`src/svs_defs.svh`:
```
// register offsets, field positions and reset values for the supply sensor
// assumes byte-wide registers at the printed offsets on a plain strobe port
`ifndef SVS_DEFS_SVH
`define SVS_DEFS_SVH

`define SVS_ADDR_W        3
`define SVS_OFS_ENABLE    3'h0
`define SVS_OFS_STATUS    3'h1
`define SVS_OFS_IRQ_EN    3'h2
`define SVS_OFS_FLAGS     3'h3
`define SVS_OFS_RSVD_LO   3'h4
`define SVS_OFS_RSVD_HI   3'h5
`define SVS_OFS_TEST_LO   3'h6
`define SVS_OFS_TEST_HI   3'h7

`define SVS_BIT_BAT_SENSE 0
`define SVS_BIT_BAT_ADC   1
`define SVS_BIT_SUP_SENSE 2
`define SVS_BIT_SUP_ADC   3
`define SVS_BIT_LOW_SEL   4
`define SVS_BIT_HIGH_SEL  6
`define SVS_BIT_LOW       0
`define SVS_BIT_HIGH      1

`define SVS_ENABLE_RST    8'h00
`define SVS_IRQ_EN_RST    8'h00
`define SVS_FLAGS_RST     8'h00
`define SVS_TEST_RST      8'h00

`endif

```
`src/svs_pkg.sv`:
```
// types shared by the supply sensor control block
package svs_pkg;

	typedef enum logic [1:0]
	{
		SVS_SRC_NONE    = 2'b00,
		SVS_SRC_BATTERY = 2'b01,
		SVS_SRC_SUPPLY  = 2'b10
	} svs_src_t;

	// analog-facing controls bundled together
	typedef struct packed
	{
		logic     battery_path_closed;
		logic     supply_path_closed;
		svs_src_t cmp_src;
		svs_src_t adc_src;
		logic     cmp_enable;
		logic     high_level_select;
		logic [1:0] low_level_select;
	} svs_analog_ctl_t;

endpackage

```
`src/svs_ctrl.sv`:
```
// supply_sensor control: enable config, condition status, change flags, irq
// assumes comparator outputs are asynchronous and the bus strobes are on clk
//
// Functional notes
// - battery level-sense enable wins over supply enable for comparator source
// - battery adc connect wins over supply adc connect for adc source
// - in run mode a pin's divider closes if its sense or adc enable set
// - stop mode opens both dividers, disables sensing, keeps config bits
// - unimplemented bits of the register space read zero
// - enable bit 6 picks high trigger level one or two
// - enable bits 5:4 pick low trigger level one to four
// - supply adc connect can be set only while battery adc connect clear
// - supply sense enable can be set only while battery sense enable clear
// - setting battery adc connect clears supply adc connect
// - setting battery sense enable clears supply sense enable
// - status register readable anytime, writes ignored
// - status bit 1 shows comparator high condition
// - status bit 0 shows comparator low condition
// - high-change flag sets on any high condition change
// - low-change flag sets on any low condition change
// - flags clear only by writing one; zero leaves them
// - high flag with high enable requests interrupt
// - low flag with low enable requests interrupt
// - test registers writable only in special mode
// - both sense enables clear forces condition bits to zero
// - high and low requests ORed into one interrupt output
//
// Added by the designer: the strobed register port.
`timescale 1ns/10ps
`include "svs_defs.svh"

// surroundings assumed by this block:
// - register strobes come from logic on clk, one cycle each, never both
// - stop_mode and special_mode are levels from logic on clk, no sync
// - comparator outputs are free-running analog edges, synchronised here
// - settling after a path change is left to software, nothing waits here

module svs_ctrl
(
	// clock and reset
	input  wire logic                   clk,
	input  wire logic                   srst,
	// register port
	input  wire logic [`SVS_ADDR_W-1:0] reg_addr,
	input  wire logic [7:0]             reg_wdata,
	input  wire logic                   reg_wr,
	input  wire logic                   reg_rd,
	output      logic [7:0]             reg_rdata,
	// system modes
	input  wire logic                   stop_mode,
	input  wire logic                   special_mode,
	// analog comparator, asynchronous
	input  wire logic                   cmp_high_async,
	input  wire logic                   cmp_low_async,
	// analog controls
	output      svs_pkg::svs_analog_ctl_t analog_ctl,
	output      logic [15:0]            factory_test,
	// interrupt
	output      logic                   sensor_irq_out
);

	////////////////////////////////////////////////////////////////////////
	// configuration registers

	logic                   high_level_select_ff;
	logic [1:0]             low_level_select_ff;
	logic                   supply_adc_connect_ff;
	logic                   supply_level_sense_en_ff;
	logic                   battery_adc_connect_ff;
	logic                   battery_level_sense_en_ff;
	logic                   high_change_irq_en_ff;
	logic                   low_change_irq_en_ff;
	logic [15:0]            factory_test_ff;

	logic                   wr_enable;
	logic                   wr_irq_en;
	logic                   wr_flags;
	logic                   wr_test_lo;
	logic                   wr_test_hi;
	logic [7:0]             enable_rd;

	assign wr_enable  = reg_wr && (reg_addr == `SVS_OFS_ENABLE);
	assign wr_irq_en  = reg_wr && (reg_addr == `SVS_OFS_IRQ_EN);
	assign wr_flags   = reg_wr && (reg_addr == `SVS_OFS_FLAGS);
	assign wr_test_lo = reg_wr && special_mode && (reg_addr == `SVS_OFS_TEST_LO);
	assign wr_test_hi = reg_wr && special_mode && (reg_addr == `SVS_OFS_TEST_HI);

	// battery bits are written first; supply bits see the new battery value,
	// so writing both at once leaves only the battery enable set
	//
	// a supply bit is refused in two cases:
	// - the same write sets the battery bit of that kind
	// - the battery bit of that kind is already set
	// the refusal is silent; software reads back to see what stuck.
	// clearing the battery bit and setting the supply bit needs two writes,
	// which keeps the comparator source from flipping inside one write
	always_ff @(posedge clk)
	begin
		if (srst)
		begin
			high_level_select_ff      <= 1'b0;
			low_level_select_ff       <= 2'h0;
			battery_adc_connect_ff    <= 1'b0;
			battery_level_sense_en_ff <= 1'b0;
			supply_adc_connect_ff     <= 1'b0;
			supply_level_sense_en_ff  <= 1'b0;
		end
		else if (wr_enable)
		begin
			high_level_select_ff      <= reg_wdata[`SVS_BIT_HIGH_SEL];
			low_level_select_ff       <= reg_wdata[`SVS_BIT_LOW_SEL +: 2];
			battery_adc_connect_ff    <= reg_wdata[`SVS_BIT_BAT_ADC];
			battery_level_sense_en_ff <= reg_wdata[`SVS_BIT_BAT_SENSE];
			supply_adc_connect_ff     <= reg_wdata[`SVS_BIT_SUP_ADC]
				&& !reg_wdata[`SVS_BIT_BAT_ADC] && !battery_adc_connect_ff;
			supply_level_sense_en_ff  <= reg_wdata[`SVS_BIT_SUP_SENSE]
				&& !reg_wdata[`SVS_BIT_BAT_SENSE] && !battery_level_sense_en_ff;
		end
	end

	// irq enables gate the request only; flags keep setting while disabled,
	// so enabling later raises the request for an old change at once

	always_ff @(posedge clk)
	begin
		if (srst)
		begin
			high_change_irq_en_ff <= 1'b0;
			low_change_irq_en_ff  <= 1'b0;
		end
		else if (wr_irq_en)
		begin
			high_change_irq_en_ff <= reg_wdata[`SVS_BIT_HIGH];
			low_change_irq_en_ff  <= reg_wdata[`SVS_BIT_LOW];
		end
	end

	// factory test pair: bytes are written independently, low at the even
	// offset and high at the odd one; outside special mode writes are
	// dropped, reads still return the stored contents

	always_ff @(posedge clk)
	begin
		if (srst)
			factory_test_ff <= {`SVS_TEST_RST, `SVS_TEST_RST};
		else
		begin
			if (wr_test_lo)
				factory_test_ff[7:0] <= reg_wdata;
			if (wr_test_hi)
				factory_test_ff[15:8] <= reg_wdata;
		end
	end

	////////////////////////////////////////////////////////////////////////
	// analog control outputs, registered; stop mode never touches config bits

	logic                     sense_any;
	svs_pkg::svs_analog_ctl_t nxt_analog_ctl;
	svs_pkg::svs_analog_ctl_t analog_ctl_ff;

	// registered outputs cost one cycle of lag after a config write, but
	// keep the analog switches free of decode glitches.
	// stop mode is applied here and in the condition status, the config flops are left alone,
	// so leaving stop restores the paths without software help

	assign sense_any = battery_level_sense_en_ff || supply_level_sense_en_ff;

	always_comb
	begin
		nxt_analog_ctl = '0;
		nxt_analog_ctl.battery_path_closed = !stop_mode
			&& (battery_level_sense_en_ff || battery_adc_connect_ff);
		nxt_analog_ctl.supply_path_closed  = !stop_mode
			&& (supply_level_sense_en_ff || supply_adc_connect_ff);
		nxt_analog_ctl.cmp_enable          = !stop_mode && sense_any;
		if (stop_mode)
			nxt_analog_ctl.cmp_src = svs_pkg::SVS_SRC_NONE;
		else if (battery_level_sense_en_ff)
			nxt_analog_ctl.cmp_src = svs_pkg::SVS_SRC_BATTERY;
		else if (supply_level_sense_en_ff)
			nxt_analog_ctl.cmp_src = svs_pkg::SVS_SRC_SUPPLY;
		else
			nxt_analog_ctl.cmp_src = svs_pkg::SVS_SRC_NONE;
		if (stop_mode)
			nxt_analog_ctl.adc_src = svs_pkg::SVS_SRC_NONE;
		else if (battery_adc_connect_ff)
			nxt_analog_ctl.adc_src = svs_pkg::SVS_SRC_BATTERY;
		else if (supply_adc_connect_ff)
			nxt_analog_ctl.adc_src = svs_pkg::SVS_SRC_SUPPLY;
		else
			nxt_analog_ctl.adc_src = svs_pkg::SVS_SRC_NONE;
		nxt_analog_ctl.high_level_select   = high_level_select_ff;
		nxt_analog_ctl.low_level_select    = low_level_select_ff;
	end

	always_ff @(posedge clk)
	begin
		if (srst)
			analog_ctl_ff <= '0;
		else
			analog_ctl_ff <= nxt_analog_ctl;
	end

	assign analog_ctl   = analog_ctl_ff;
	assign factory_test = factory_test_ff;

	////////////////////////////////////////////////////////////////////////
	// comparator synchroniser and condition status

	// both comparator bits share one two-flop chain; the two bits are
	// independent conditions, so a skew of one cycle between them is fine.
	// only the second stage feeds status and change detection, which
	// keeps a metastable first stage from ever setting a flag twice

	logic [1:0]             cmp_meta_ff;
	logic [1:0]             cmp_sync_ff;
	logic                   high_condition_ff;
	logic                   low_condition_ff;
	logic                   nxt_high_condition;
	logic                   nxt_low_condition;

	always_ff @(posedge clk)
	begin
		if (srst)
		begin
			cmp_meta_ff <= 2'h0;
			cmp_sync_ff <= 2'h0;
		end
		else
		begin
			cmp_meta_ff <= {cmp_high_async, cmp_low_async};
			cmp_sync_ff <= cmp_meta_ff;
		end
	end

	// forced low whenever sensing is off, also in stop mode
	assign nxt_high_condition = sense_any && !stop_mode && cmp_sync_ff[1];
	assign nxt_low_condition  = sense_any && !stop_mode && cmp_sync_ff[0];

	always_ff @(posedge clk)
	begin
		if (srst)
		begin
			high_condition_ff <= 1'b0;
			low_condition_ff  <= 1'b0;
		end
		else
		begin
			high_condition_ff <= nxt_high_condition;
			low_condition_ff  <= nxt_low_condition;
		end
	end

	////////////////////////////////////////////////////////////////////////
	// change flags: a change in the clear cycle wins over the clear

	// changes are seen on the next status value against the current one,
	// so the flag rises on the same edge as the status bit.
	// a clear written in the cycle of a new change is lost on purpose:
	// software would otherwise miss that change entirely.
	// a write of zero to a flag bit leaves it untouched

	logic                   high_change_flag_ff;
	logic                   low_change_flag_ff;
	logic                   high_changed;
	logic                   low_changed;

	assign high_changed = nxt_high_condition != high_condition_ff;
	assign low_changed  = nxt_low_condition != low_condition_ff;

	always_ff @(posedge clk)
	begin
		if (srst)
			high_change_flag_ff <= 1'b0;
		else if (high_changed)
			high_change_flag_ff <= 1'b1;
		else if (wr_flags && reg_wdata[`SVS_BIT_HIGH])
			high_change_flag_ff <= 1'b0;
	end

	always_ff @(posedge clk)
	begin
		if (srst)
			low_change_flag_ff <= 1'b0;
		else if (low_changed)
			low_change_flag_ff <= 1'b1;
		else if (wr_flags && reg_wdata[`SVS_BIT_LOW])
			low_change_flag_ff <= 1'b0;
	end

	////////////////////////////////////////////////////////////////////////
	// interrupt, one cycle behind the flags

	// one combined request; software reads the flags to tell the causes
	// apart. the lag of one cycle behind the flags keeps the output a
	// plain flop

	logic                   irq_ff;

	always_ff @(posedge clk)
	begin
		if (srst)
			irq_ff <= 1'b0;
		else
			irq_ff <= (high_change_flag_ff && high_change_irq_en_ff)
				|| (low_change_flag_ff && low_change_irq_en_ff);
	end

	assign sensor_irq_out = irq_ff;

	////////////////////////////////////////////////////////////////////////
	// read port; data valid the cycle after the strobe

	// address decode runs every cycle; the strobe only picks whether the
	// result is kept. unused offsets and unused bits decode to zero.
	// reading has no side effect on any flag

	logic [7:0]             nxt_rdata;
	logic [7:0]             rdata_ff;

	assign enable_rd = {1'b0, high_level_select_ff, low_level_select_ff,
		supply_adc_connect_ff, supply_level_sense_en_ff,
		battery_adc_connect_ff, battery_level_sense_en_ff};

	always_comb
	begin
		nxt_rdata = 8'h00;
		if (reg_addr == `SVS_OFS_ENABLE)
			nxt_rdata = enable_rd;
		else if (reg_addr == `SVS_OFS_STATUS)
			nxt_rdata = {6'h00, high_condition_ff, low_condition_ff};
		else if (reg_addr == `SVS_OFS_IRQ_EN)
			nxt_rdata = {6'h00, high_change_irq_en_ff, low_change_irq_en_ff};
		else if (reg_addr == `SVS_OFS_FLAGS)
			nxt_rdata = {6'h00, high_change_flag_ff, low_change_flag_ff};
		else if (reg_addr == `SVS_OFS_TEST_LO)
			nxt_rdata = factory_test_ff[7:0];
		else if (reg_addr == `SVS_OFS_TEST_HI)
			nxt_rdata = factory_test_ff[15:8];
	end

	// read data drops to zero outside the cycle after a read
	always_ff @(posedge clk)
	begin
		if (srst)
			rdata_ff <= 8'h00;
		else if (reg_rd)
			rdata_ff <= nxt_rdata;
		else
			rdata_ff <= 8'h00;
	end

	assign reg_rdata = rdata_ff;

endmodule

```
`config.mk`:
```
export PLATFORM = sky130hd
export DESIGN_NAME = svs_ctrl
export DESIGN_NICKNAME = d
export VERILOG_FILES = /design/src/svs_pkg.sv /design/src/svs_ctrl.sv
export VERILOG_INCLUDE_DIRS = /design/src
export SDC_FILE = /design/constraint.sdc
export NUM_CORES = 1
export LEC_CHECK = 0
export BUFFER_PORTS_ARGS = -buffer_cell sky130_fd_sc_hd__buf_4
export CORE_ASPECT_RATIO = 1.4
export CORE_MARGIN = 4
export CORE_UTILIZATION = 45
export DETAILED_ROUTE_END_ITERATION = 6
export PLACE_DENSITY_LB_ADDON = 0.25
export SKIP_CTS_REPAIR_TIMING = 1
export SLEW_MARGIN = 20
export SYNTH_ARGS = -nofsm -noshare
export SYNTH_HDL_FRONTEND = slang
export SYNTH_SLANG_ARGS = --single-unit
```
`constraint.sdc`:
```
create_clock -name clk -period 1.33 [get_ports clk]
set_input_delay 0.0665 -clock clk [delete_from_list [all_inputs] [get_ports clk]]
set_output_delay 0.0665 -clock clk [all_outputs]
set_load 0.05 [all_outputs]
```
==> results of run 1 <==
cell families (layout without fill, tap and decap cells):
logic type             after synthesis  after routing  synth area share, %
AO/OA/AOI/OAI                       30             30                 8.91
buffers and inverters               11             75                 2.82
XOR/XNOR                             2              2                0.898
flip-flops                          52             52                 53.3
multiplexers                        22             22                 12.2
AND/OR/NAND/NOR                     80             80                 21.9
layer usage:
layer  track usage (%)  part of all wire [%]
met4              7.66                   1.5
met5                 0                     0
met1              21.0                    45
met2              27.9                    48
met3              3.80                   5.2
cells in the final DEF (no fill, tap or decap), types with 3 or more instances in the layout:
cell type and count:
buf_4 63, dfxtp_1 52, nor2_1 24, mux2i_1 20
nand2_1 19, a21oi_1 16, nor2b_1 8, o21ai_0 6
clkbuf_8 6, nand3_1 5, and3_1 5, o21a_1 3
dlygate4sd3_1 3
worst max-delay path, delay by kind of cell, from the launching register on:
family,cells,cell delay [ns]
flip-flops,1,0.38
AO/OA/AOI/OAI,1,0.08
multiplexers,1,0.51
AND/OR/NAND/NOR,1,0.08
power by group:
| group | switching [uW] | internal (uW) | leakage, uW |
|---|---|---|---|
| clock | 508 | 615 | 0.0000614 |
| combinational | 142 | 101 | 0.000659 |
| sequential | 12.9 | 1580 | 0.000420 |
| total | 663 | 2290 | 0.00114 |
flip-flops by register name, summed over array words and instances (netlist names), 2 cells and up:
name / cells
cmp_meta_ff: 2
factory_test: 16
reg_rdata: 8
analog_ctl: 10
low_level_select_ff: 2
cmp_sync_ff: 2
per-stage QoR:
stage          hold slack [ns]  cell area (um2)  setup WS, ns  instances
5_1_grt                0.00873             2580        0.0871        306
4_1_cts                -0.0517             2550         0.165        303
3_5_place_dp             0.272             2430        0.0103        295
2_1_floorplan            0.146             1950        0.0536        197
3_3_place_gp             0.266             2430        0.0535        295
6_report               0.00510             2580         0.158        306
final timing paths:
path,startpoint,end,slack [ns],cells past startpoint
hold reg to reg,cmp_meta_ff[1],cmp_sync_ff[1],0.45,1
setup reg to reg,battery_adc_connect_ff,reg_rdata[1],0.16,3
setup / recovery,battery_adc_connect_ff,reg_rdata[1],0.16,3
hold / removal,reg_wdata[7],factory_test[15],0.005,3
layout make-up:
cell class,instances,area (um2)
clock buffers,6,82.6
clock inverters,2,38.8
fillers,377,1620
inverters,1,3.75
multi-input cells,134,856
flip-flops and latches,52,1040
well taps,45,56.3
repair buffers,66,503
==> metrics.md, run 1 <==
| Metric | Value |
|---|---|
| Initial drt markers | `36` |
| CP Max Fanout | `6` |
| Top-count cell post-synth | `dfxtp_1` |
| Sink Count | `52` |
| Share of layout cells above drive strength 1 | `between 20% and 30%` |
| Post-synth top cells | `dfxtp_1 (52), nor2_1 (24), mux2i_1 (20)` |
| Syn. warnings | `0` |
| Initial DRT Pass Iterations | `4` |
| Syn-to-layout area delta | `32.2%` |
| Yosys top cell area share | `53.3%` |
| Fmax | `between 0.8 and 0.9 GHz` |
| Root buf cell | `clkbuf_8` |
| Synth Register Bits | `52` |
| Vias | `about 1600` |
| Post-synthesis cell type count | `36` |
| Routability cong. | `roughly 0.80` |
| Ys async rst share | `0%` |
| RSZ-0062 raised after global routing | `false` |
| Prevailing post-synth register cell | `dfxtp_1` |
| Clock transition at the registers of the reported paths | `roughly 0.09 ns` |
| Via/cell ratio | `5.12` |
| Total GRT Usage | `between 15 and 20%` |
| Worst EP arrival | `approximately 1.4 ns` |
| Critical Path RT | `approximately 1.5 ns` |
| # nets final | `279` |
| Worst skew pair latency | `approximately 0.30 ns` |
| WS Path Type | `flip-flop to flip-flop` |
| Pwr dens | `roughly 1100 nW/um2` |
| Final ANT Viol Nets | `0` |
| Synth top area cells | `dfxtp_1 (53%), mux2i_1 (10%), nor2_1 (4.6%)` |
| Sequential element share of the synthesized area | `53.3%` |
| Initial Util | `a little under half` |
| Syn Nets | `~220` |
| Worst Clk Skew | `0.00233 ns` |
| Max Cap Violations | `0` |
| CP Launch Type | `flip-flop` |
| Core area | `roughly 4200 um2` |
| Final worst-path cycle share | `88.1%` |
| DRC Markers | `0` |
| Post-layout util | `about 61%` |
| Mapped Cells | `197` |
| DR WL/cell | `approximately 14 um` |
| Inserted Clock Buffers | `5` |
| Die area | `between 5000 and 6000 um2` |
| Setup crit end kind | `flip-flop` |
| Worst hold path type | `primary input to flip-flop` |
| Number of antenna diodes | `0` |
| Vias in the first global route | `between 1000 and 1500` |
| Detailed Place HPWL | `3120 um` |
| Leakage power | `0.00114 uW` |
| Synth Cell Area | `1950 um2` |
| Overall Power | `2960 uW` |
| Slowest cell on the critical path | `mux4_1` |
| Delay of the slowest critical-path stage | `between 0.5 and 0.6 ns` |
| Port bufs | `53` |
| Avg Cell Area, Syn | `roughly 10 um2` |
| Worst-margin pin slew | `between 0.4 and 0.5 ns` |
| First-pass GRT wire length | `roughly 7300 um` |
| Gr ovfl total | `0` |
| DRT Wirelength | `roughly 4300 um` |
| Crit-path cells | `mux4_1 -> nand2_1 -> o21ai_0` |
| Max Root-Sink Buffers | `2` |
| I/O pins | `54` |
| H-tree Lvls | `2` |
| Outcome | `completed` |
| Pin count of the biggest net entering global routing | `40` |
| Number of enable flip-flop cells after synthesis | `0` |
| Slew HR | `70.7%` |
| Final Setup Violations | `0` |
| Initial antenna violation count | `0` |
| Maximum vdd drop | `~0.73 mV` |
| Minimum clock period | `~1.2 ns` |
| Setup TNS | `0 ns` |
| Area leader, netlist | `dfxtp_1` |
| Slew Limit Fails | `0` |
| Die X | `about 64 um` |
| Final Hold Viols | `0` |
| Die Ht | `85.9 um` |
| CTS tree | `done` |
| # rows | `28` |
No activity file was read; power rests on OpenSTA's default activity.
==> inputs of run 2 (changes only) <==
- CORE_UTILIZATION: 45 -> 30
==> metrics.md, run 2 (same netlist as run 1, synthesis figures left out) <==
| Metric | Value |
|---|---|
| Outcome | `completed` |
| Share of layout cells above drive strength 1 | `29.1% (-0.38 points)` |
| Final Hold Viols | `0 (unchanged)` |
| Fin cells | `333 (+8.8%)` |
| Worst skew pair latency | `0.30 ns (about the same)` |
| R2r startpoint | `battery_adc_connect_ff` |
| Worst hold path type | `primary input to flip-flop` |
| DRT Wirelength | `4790 um (+10%)` |
| Slew Limit Fails | `0 (unchanged)` |
| Critical Path RT | `1.50 ns (about the same)` |
| Port bufs | `53 (unchanged)` |
| Max Cap Violations | `0 (unchanged)` |
| Initial DRT Pass Iterations | `4 (unchanged)` |
| Placed insts | `322 (+9.2%)` |
| Core area | `6250 um2 (+49%)` |
| RSZ-0062 raised after global routing | `false` |
| Number of antenna diodes | `0 (unchanged)` |
| Pwr dens | `1060 nW/um2 (-7.4%)` |
| Hold Path Cell Cnt | `3 (unchanged)` |
| Worst r2r path cells | `3 (unchanged)` |
| Area of the multi-input gates | `856 um2 (unchanged)` |
| DR WL/cell | `14.4 um (+1.5%)` |
| Filler Cell Count | `623 (+65%)` |
| Max reg flops | `16 (unchanged)` |
| # nets final | `279 (unchanged)` |
| Die area | `7880 um2 (+44%)` |
| Hold Crit Start | `reg_wdata[7]` |
| CP Max Fanout | `6 (unchanged)` |
| Leakage power | `0.00113 uW (-1.4%)` |
| CP Launch Type | `flip-flop` |
| Worst-margin pin slew | `0.435 ns (-0.00402 ns)` |
| Reg-to-Reg End | `reg_rdata[1]` |
| Initial antenna violation count | `0 (unchanged)` |
| Die Ht | `103 um (+20%)` |
| R2R setup slack | `0.14 ns (-0.02 ns)` |
| # rows | `34 (+21%)` |
| Vias | `1571 (+0.26%)` |
| Via/cell ratio | `4.72 (-7.9%)` |
| Initial drt markers | `83 (+130%)` |
| Syn-to-layout area delta | `33.2%` |
| Worst EP arrival | `1.36 ns (about the same)` |
| Sink Count | `52 (unchanged)` |
| Root buf cell | `clkbuf_8` |
| Most common library cell in the layout ignoring fill and taps | `buf_4` |
| Gr ovfl total | `0 (unchanged)` |
| CTS tree | `done` |
| Vias in the first global route | `1538 (+2.9%)` |
| Final worst-path cycle share | `89.8% (+1.7 points)` |
| Final ANT Viol Nets | `0 (unchanged)` |
| WS Path Type | `flip-flop to flip-flop` |
| Min Hold Slack | `0.0118 ns (+0.00669 ns)` |
| Slew HR | `70.8% (about the same)` |
| First-pass GRT wire length | `7770 um (+6.5%)` |
| Initial Util | `31.2% (-15 points)` |
| Max Root-Sink Buffers | `2 (unchanged)` |
| Total GRT Usage | `12.4% (-4.5 points)` |
| Final Setup Violations | `0 (unchanged)` |
| Crit-path cells | `mux4_1 -> nand2_1 -> o21ai_0` |
| Hold EP | `factory_test[7]` |
| I/O pins | `54 (unchanged)` |
| Slowest cell on the critical path | `mux4_1` |
| DRC Markers | `0 (unchanged)` |
| Setup crit end kind | `flip-flop` |
| Die X | `76.2 um (+20%)` |
| Setup TNS | `0 ns (unchanged)` |
| Pin count of the biggest net entering global routing | `31 (-23%)` |
| Detailed Place HPWL | `3640 um (+17%)` |
| Routability cong. | `0.799 (-0.70%)` |
| H-tree Lvls | `2 (unchanged)` |
| Leading cell types in the layout, fill and taps excluded | `buf_4 (62), dfxtp_1 (52), nor2_1 (24)` |
| Worst Clk Skew | `0.00646 ns (+0.00413 ns)` |
| Minimum clock period | `1.19 ns (+0.0223 ns)` |
| Register area | `1040 um2 (unchanged)` |
| Delay of the slowest critical-path stage | `0.51 ns (about the same)` |
| Inserted Clock Buffers | `5 (unchanged)` |
| Maximum vdd drop | `0.439 mV (-40%)` |
| Fmax | `0.838 GHz (-1.9%)` |
| Clock transition at the registers of the reported paths | `0.09 ns (about the same)` |
run 2: cell types whose count changed in the layout (fill, tap and decap cells not counted):
cell and delta:
buf_12 +1, buf_4 -1, bufinv_16 -1, clkbuf_1 +1, clkinv_4 -1, clkinvlp_4 +1
run 2: where the power goes:
group / leakage (uW) / total, uW / switching, uW / internal [uW]
Sequential: 0.000420 / 1590 / 13.3 / 1580
Combinational: 0.000660 / 247 / 146 / 102
Clock: 0.0000445 / 922 / 498 / 424
run 2: worst max path at each step:
stage	from	end	slack, ns	cells after the start
finish	battery_adc_connect_ff	reg_rdata[1]	0.14	3
global route	battery_level_sense_en_ff	high_change_flag_ff	0.09	4
floorplan	factory_test[8]	reg_rdata[0]	0.05	4
global placement	reg_addr[0]	factory_test[11]	0.12	6
detailed placement	reg_addr[0]	factory_test[12]	0.09	6
CTS	battery_adc_connect_ff	reg_rdata[1]	0.14	3
run 2: through the flow:
| stage | instance area, um2 | setup slack [ns] | total power [uW] | utilization (%) |
|---|---|---|---|---|
| after global placement | 2480 | 0.123 | 1870 | 39.6 |
| after detailed placement | 2480 | 0.0898 | 1870 | 39.6 |
| after floorplan | 1950 | 0.0536 | 1760 | - |
| after global routing | 2600 | 0.0880 | 2870 | 41.6 |
| after CTS | 2570 | 0.140 | 2780 | 41.1 |
| final | 2600 | 0.136 | 2760 | 41.6 |
run 2: final cells by class:
type,instances,share of cell area (%)
Clock buffer,7,3.32
Inverter,1,0.144
Clock inverter,1,0.289
Tap cell,72,3.46
Timing Repair Buffer,66,19.8
Multi-Input combinational cell,134,32.9
Sequential cell,52,40.0
run 2: metal layers:
metal / GRT usage (%) / routed length, um / vias to the layer above / part of all wire [%]
met2: 22.6 / 2520 / 44 / 53
met4: 4.44 / 79 / 0 / 1.6
met3: 2.86 / 229 / 7 / 4.8
li1: - / - / 798 / -
met1: 14.2 / 1960 / 722 / 41
met5: 0 / 0 / - / 0
run 2: worst max-delay path: cells and delay by family (launching register included):
family / cells / cell delay, ns
muxes: 1 / 0.51
DFF: 1 / 0.39
AOI/OAI and AO/OA: 1 / 0.09
and+or+nand+nor: 1 / 0.07
==> inputs of run 3 (changes only) <==
- MAX_ROUTING_LAYER: not set -> met4
==> metrics.md, run 3 (same netlist as run 1, synthesis figures left out) <==
| Metric | Value |
|---|---|
| Max Root-Sink Buffers | `2 (unchanged)` |
| Vias in the first global route | `1538 (unchanged)` |
| Slew HR | `70.4% (-0.34 points)` |
| Inserted Clock Buffers | `5 (unchanged)` |
| M1 wire length | `1980 um (+1.3%)` |
| Pin count of the biggest net entering global routing | `31 (unchanged)` |
| Gr ovfl total | `0 (unchanged)` |
| Sink Count | `52 (unchanged)` |
| R2r startpoint | `battery_adc_connect_ff` |
| Root buf cell | `clkbuf_8` |
| Setup crit end kind | `flip-flop` |
| Die Ht | `103 um (unchanged)` |
| H-tree Lvls | `2 (unchanged)` |
| Syn-to-layout area delta | `33.2% (unchanged)` |
| Max Cap Violations | `0 (unchanged)` |
| Leakage power | `0.00113 uW (unchanged)` |
| DRC Markers | `0 (unchanged)` |
| Most common library cell in the layout ignoring fill and taps | `buf_4` |
| I/O pins | `54 (unchanged)` |
| Die X | `76.2 um (unchanged)` |
| Core area | `6250 um2 (unchanged)` |
| CP Max Fanout | `6 (unchanged)` |
| Initial antenna violation count | `0 (unchanged)` |
| Setup TNS | `0 ns (unchanged)` |
| First-pass GRT wire length | `7770 um (unchanged)` |
| Total GRT Usage | `12.8% (+0.38 points)` |
| Pwr dens | `1060 nW/um2 (about the same)` |
| Vias | `1577 (+0.38%)` |
| CTS tree | `done` |
| WS Path Type | `flip-flop to flip-flop` |
| Slew Limit Fails | `0 (unchanged)` |
| Worst-margin pin slew | `0.440 ns (+0.00508 ns)` |
| RSZ-0062 raised after global routing | `false` |
| Detailed Place HPWL | `3640 um (unchanged)` |
| Minimum clock period | `1.19 ns (+0.000251 ns)` |
| Share of layout cells above drive strength 1 | `29.1% (unchanged)` |
| Outcome | `completed` |
| Hold Crit Start | `reg_wdata[7]` |
| DRT Wirelength | `4800 um (+0.31%)` |
| DR WL/cell | `14.4 um (+0.31%)` |
| Filler Cell Count | `623 (unchanged)` |
| # rows | `34 (unchanged)` |
| Initial DRT Pass Iterations | `4 (unchanged)` |
| Number of antenna diodes | `0 (unchanged)` |
| Critical Path RT | `1.50 ns (about the same)` |
| Highest routing layer actually used | `met4` |
| Setup WS pre-CTS | `0.0898 ns (unchanged)` |
| Met3 routed WL | `215 um (-6.1%)` |
| Met2 wire length | `2540 um (+0.71%)` |
| Initial drt markers | `82 (-1.2%)` |
| Via/cell ratio | `4.74 (+0.38%)` |
| Routability cong. | `0.810 (+1.4%)` |
| Worst Clk Skew | `0.00526 ns (-0.00120 ns)` |
| CP Launch Point | `battery_adc_connect_ff` |
| Worst setup margin | `0.136 ns (-0.000251 ns)` |
| Clock transition at the registers of the reported paths | `0.09 ns (about the same)` |
| Worst skew pair latency | `0.30 ns (about the same)` |
| Max reg flops | `16 (unchanged)` |
| Initial Util | `31.2% (unchanged)` |
| Worst hold path type | `primary input to flip-flop` |
| Port bufs | `53 (unchanged)` |
| Maximum vdd drop | `0.433 mV (-1.2%)` |
| Final Hold Viols | `0 (unchanged)` |
| Fmax | `0.837 GHz (about the same)` |
| Leading cell types in the layout, fill and taps excluded | `buf_4 (62), dfxtp_1 (52), nor2_1 (24)` |
| CP Launch Type | `flip-flop` |
| Die area | `7880 um2 (unchanged)` |
| Final Setup Violations | `0 (unchanged)` |
| Final ANT Viol Nets | `0 (unchanged)` |
| # nets final | `279 (unchanged)` |
| Final worst-path cycle share | `89.8% (about the same)` |
| Worst EP arrival | `1.36 ns (about the same)` |
-- run 3: cell counts in the layout (fill, tap and decap cells not counted) --
Identical to the previous run, type by type.
-- run 3: where the power goes --
| part | leakage, uW | switching [uW] | internal, uW | total, uW |
|---|---|---|---|---|
| Combinational | 0.000660 | 146 | 102 | 248 |
| Clock | 0.0000445 | 496 | 423 | 919 |
| Sequential | 0.000420 | 13.3 | 1580 | 1590 |
| Total | 0.00113 | 655 | 2100 | 2760 |
-- run 3: routing by layer --
metal,vias to the layer above,GRT usage (%)
li1,799,-
met1,731,14.2
met2,42,22.6
met3,5,2.77
met4,0,4.44
met5,-,-
-- run 3: layout make-up --
cell class	instances	area, um2	area share (%)
flip-flops and latches	52	1040	40.0
multi-input cells	134	856	32.9
repair buffers	66	515	19.8
well taps	72	90.1	3.46
clock buffers	7	86.3	3.32
clock inverters	1	7.51	0.289
inverters	1	3.75	0.144
-- run 3: path summary, 6_finish.rpt --
| check | endpoint | slack, ns | cells after the start |
|---|---|---|---|
| hold / removal | factory_test[7] | 0.01 | 3 |
| hold reg to reg | cmp_sync_ff[0] | 0.44 | 1 |
| setup reg to reg | reg_rdata[1] | 0.14 | 3 |
| setup / recovery | reg_rdata[1] | 0.14 | 3 |
-- run 3: metrics by stage --
stage	cells	hold WS [ns]	instance area, um2	util (%)	total power (uW)
final	333	0.0121	2600	41.6	2760
after global routing	333	0.0159	2600	41.6	2870
after CTS	330	-0.0549	2570	41.1	2780
after detailed placement	322	0.267	2480	39.6	1870
after global placement	322	0.268	2480	39.6	1870
after floorplan	197	0.146	1950	-	1760
-- run 3: worst max-delay path, stage by stage (launching register included) --
cell,delay [ns]
dfxtp_1,0.39
mux4_1,0.51
nand2_1,0.07
o21ai_0,0.09
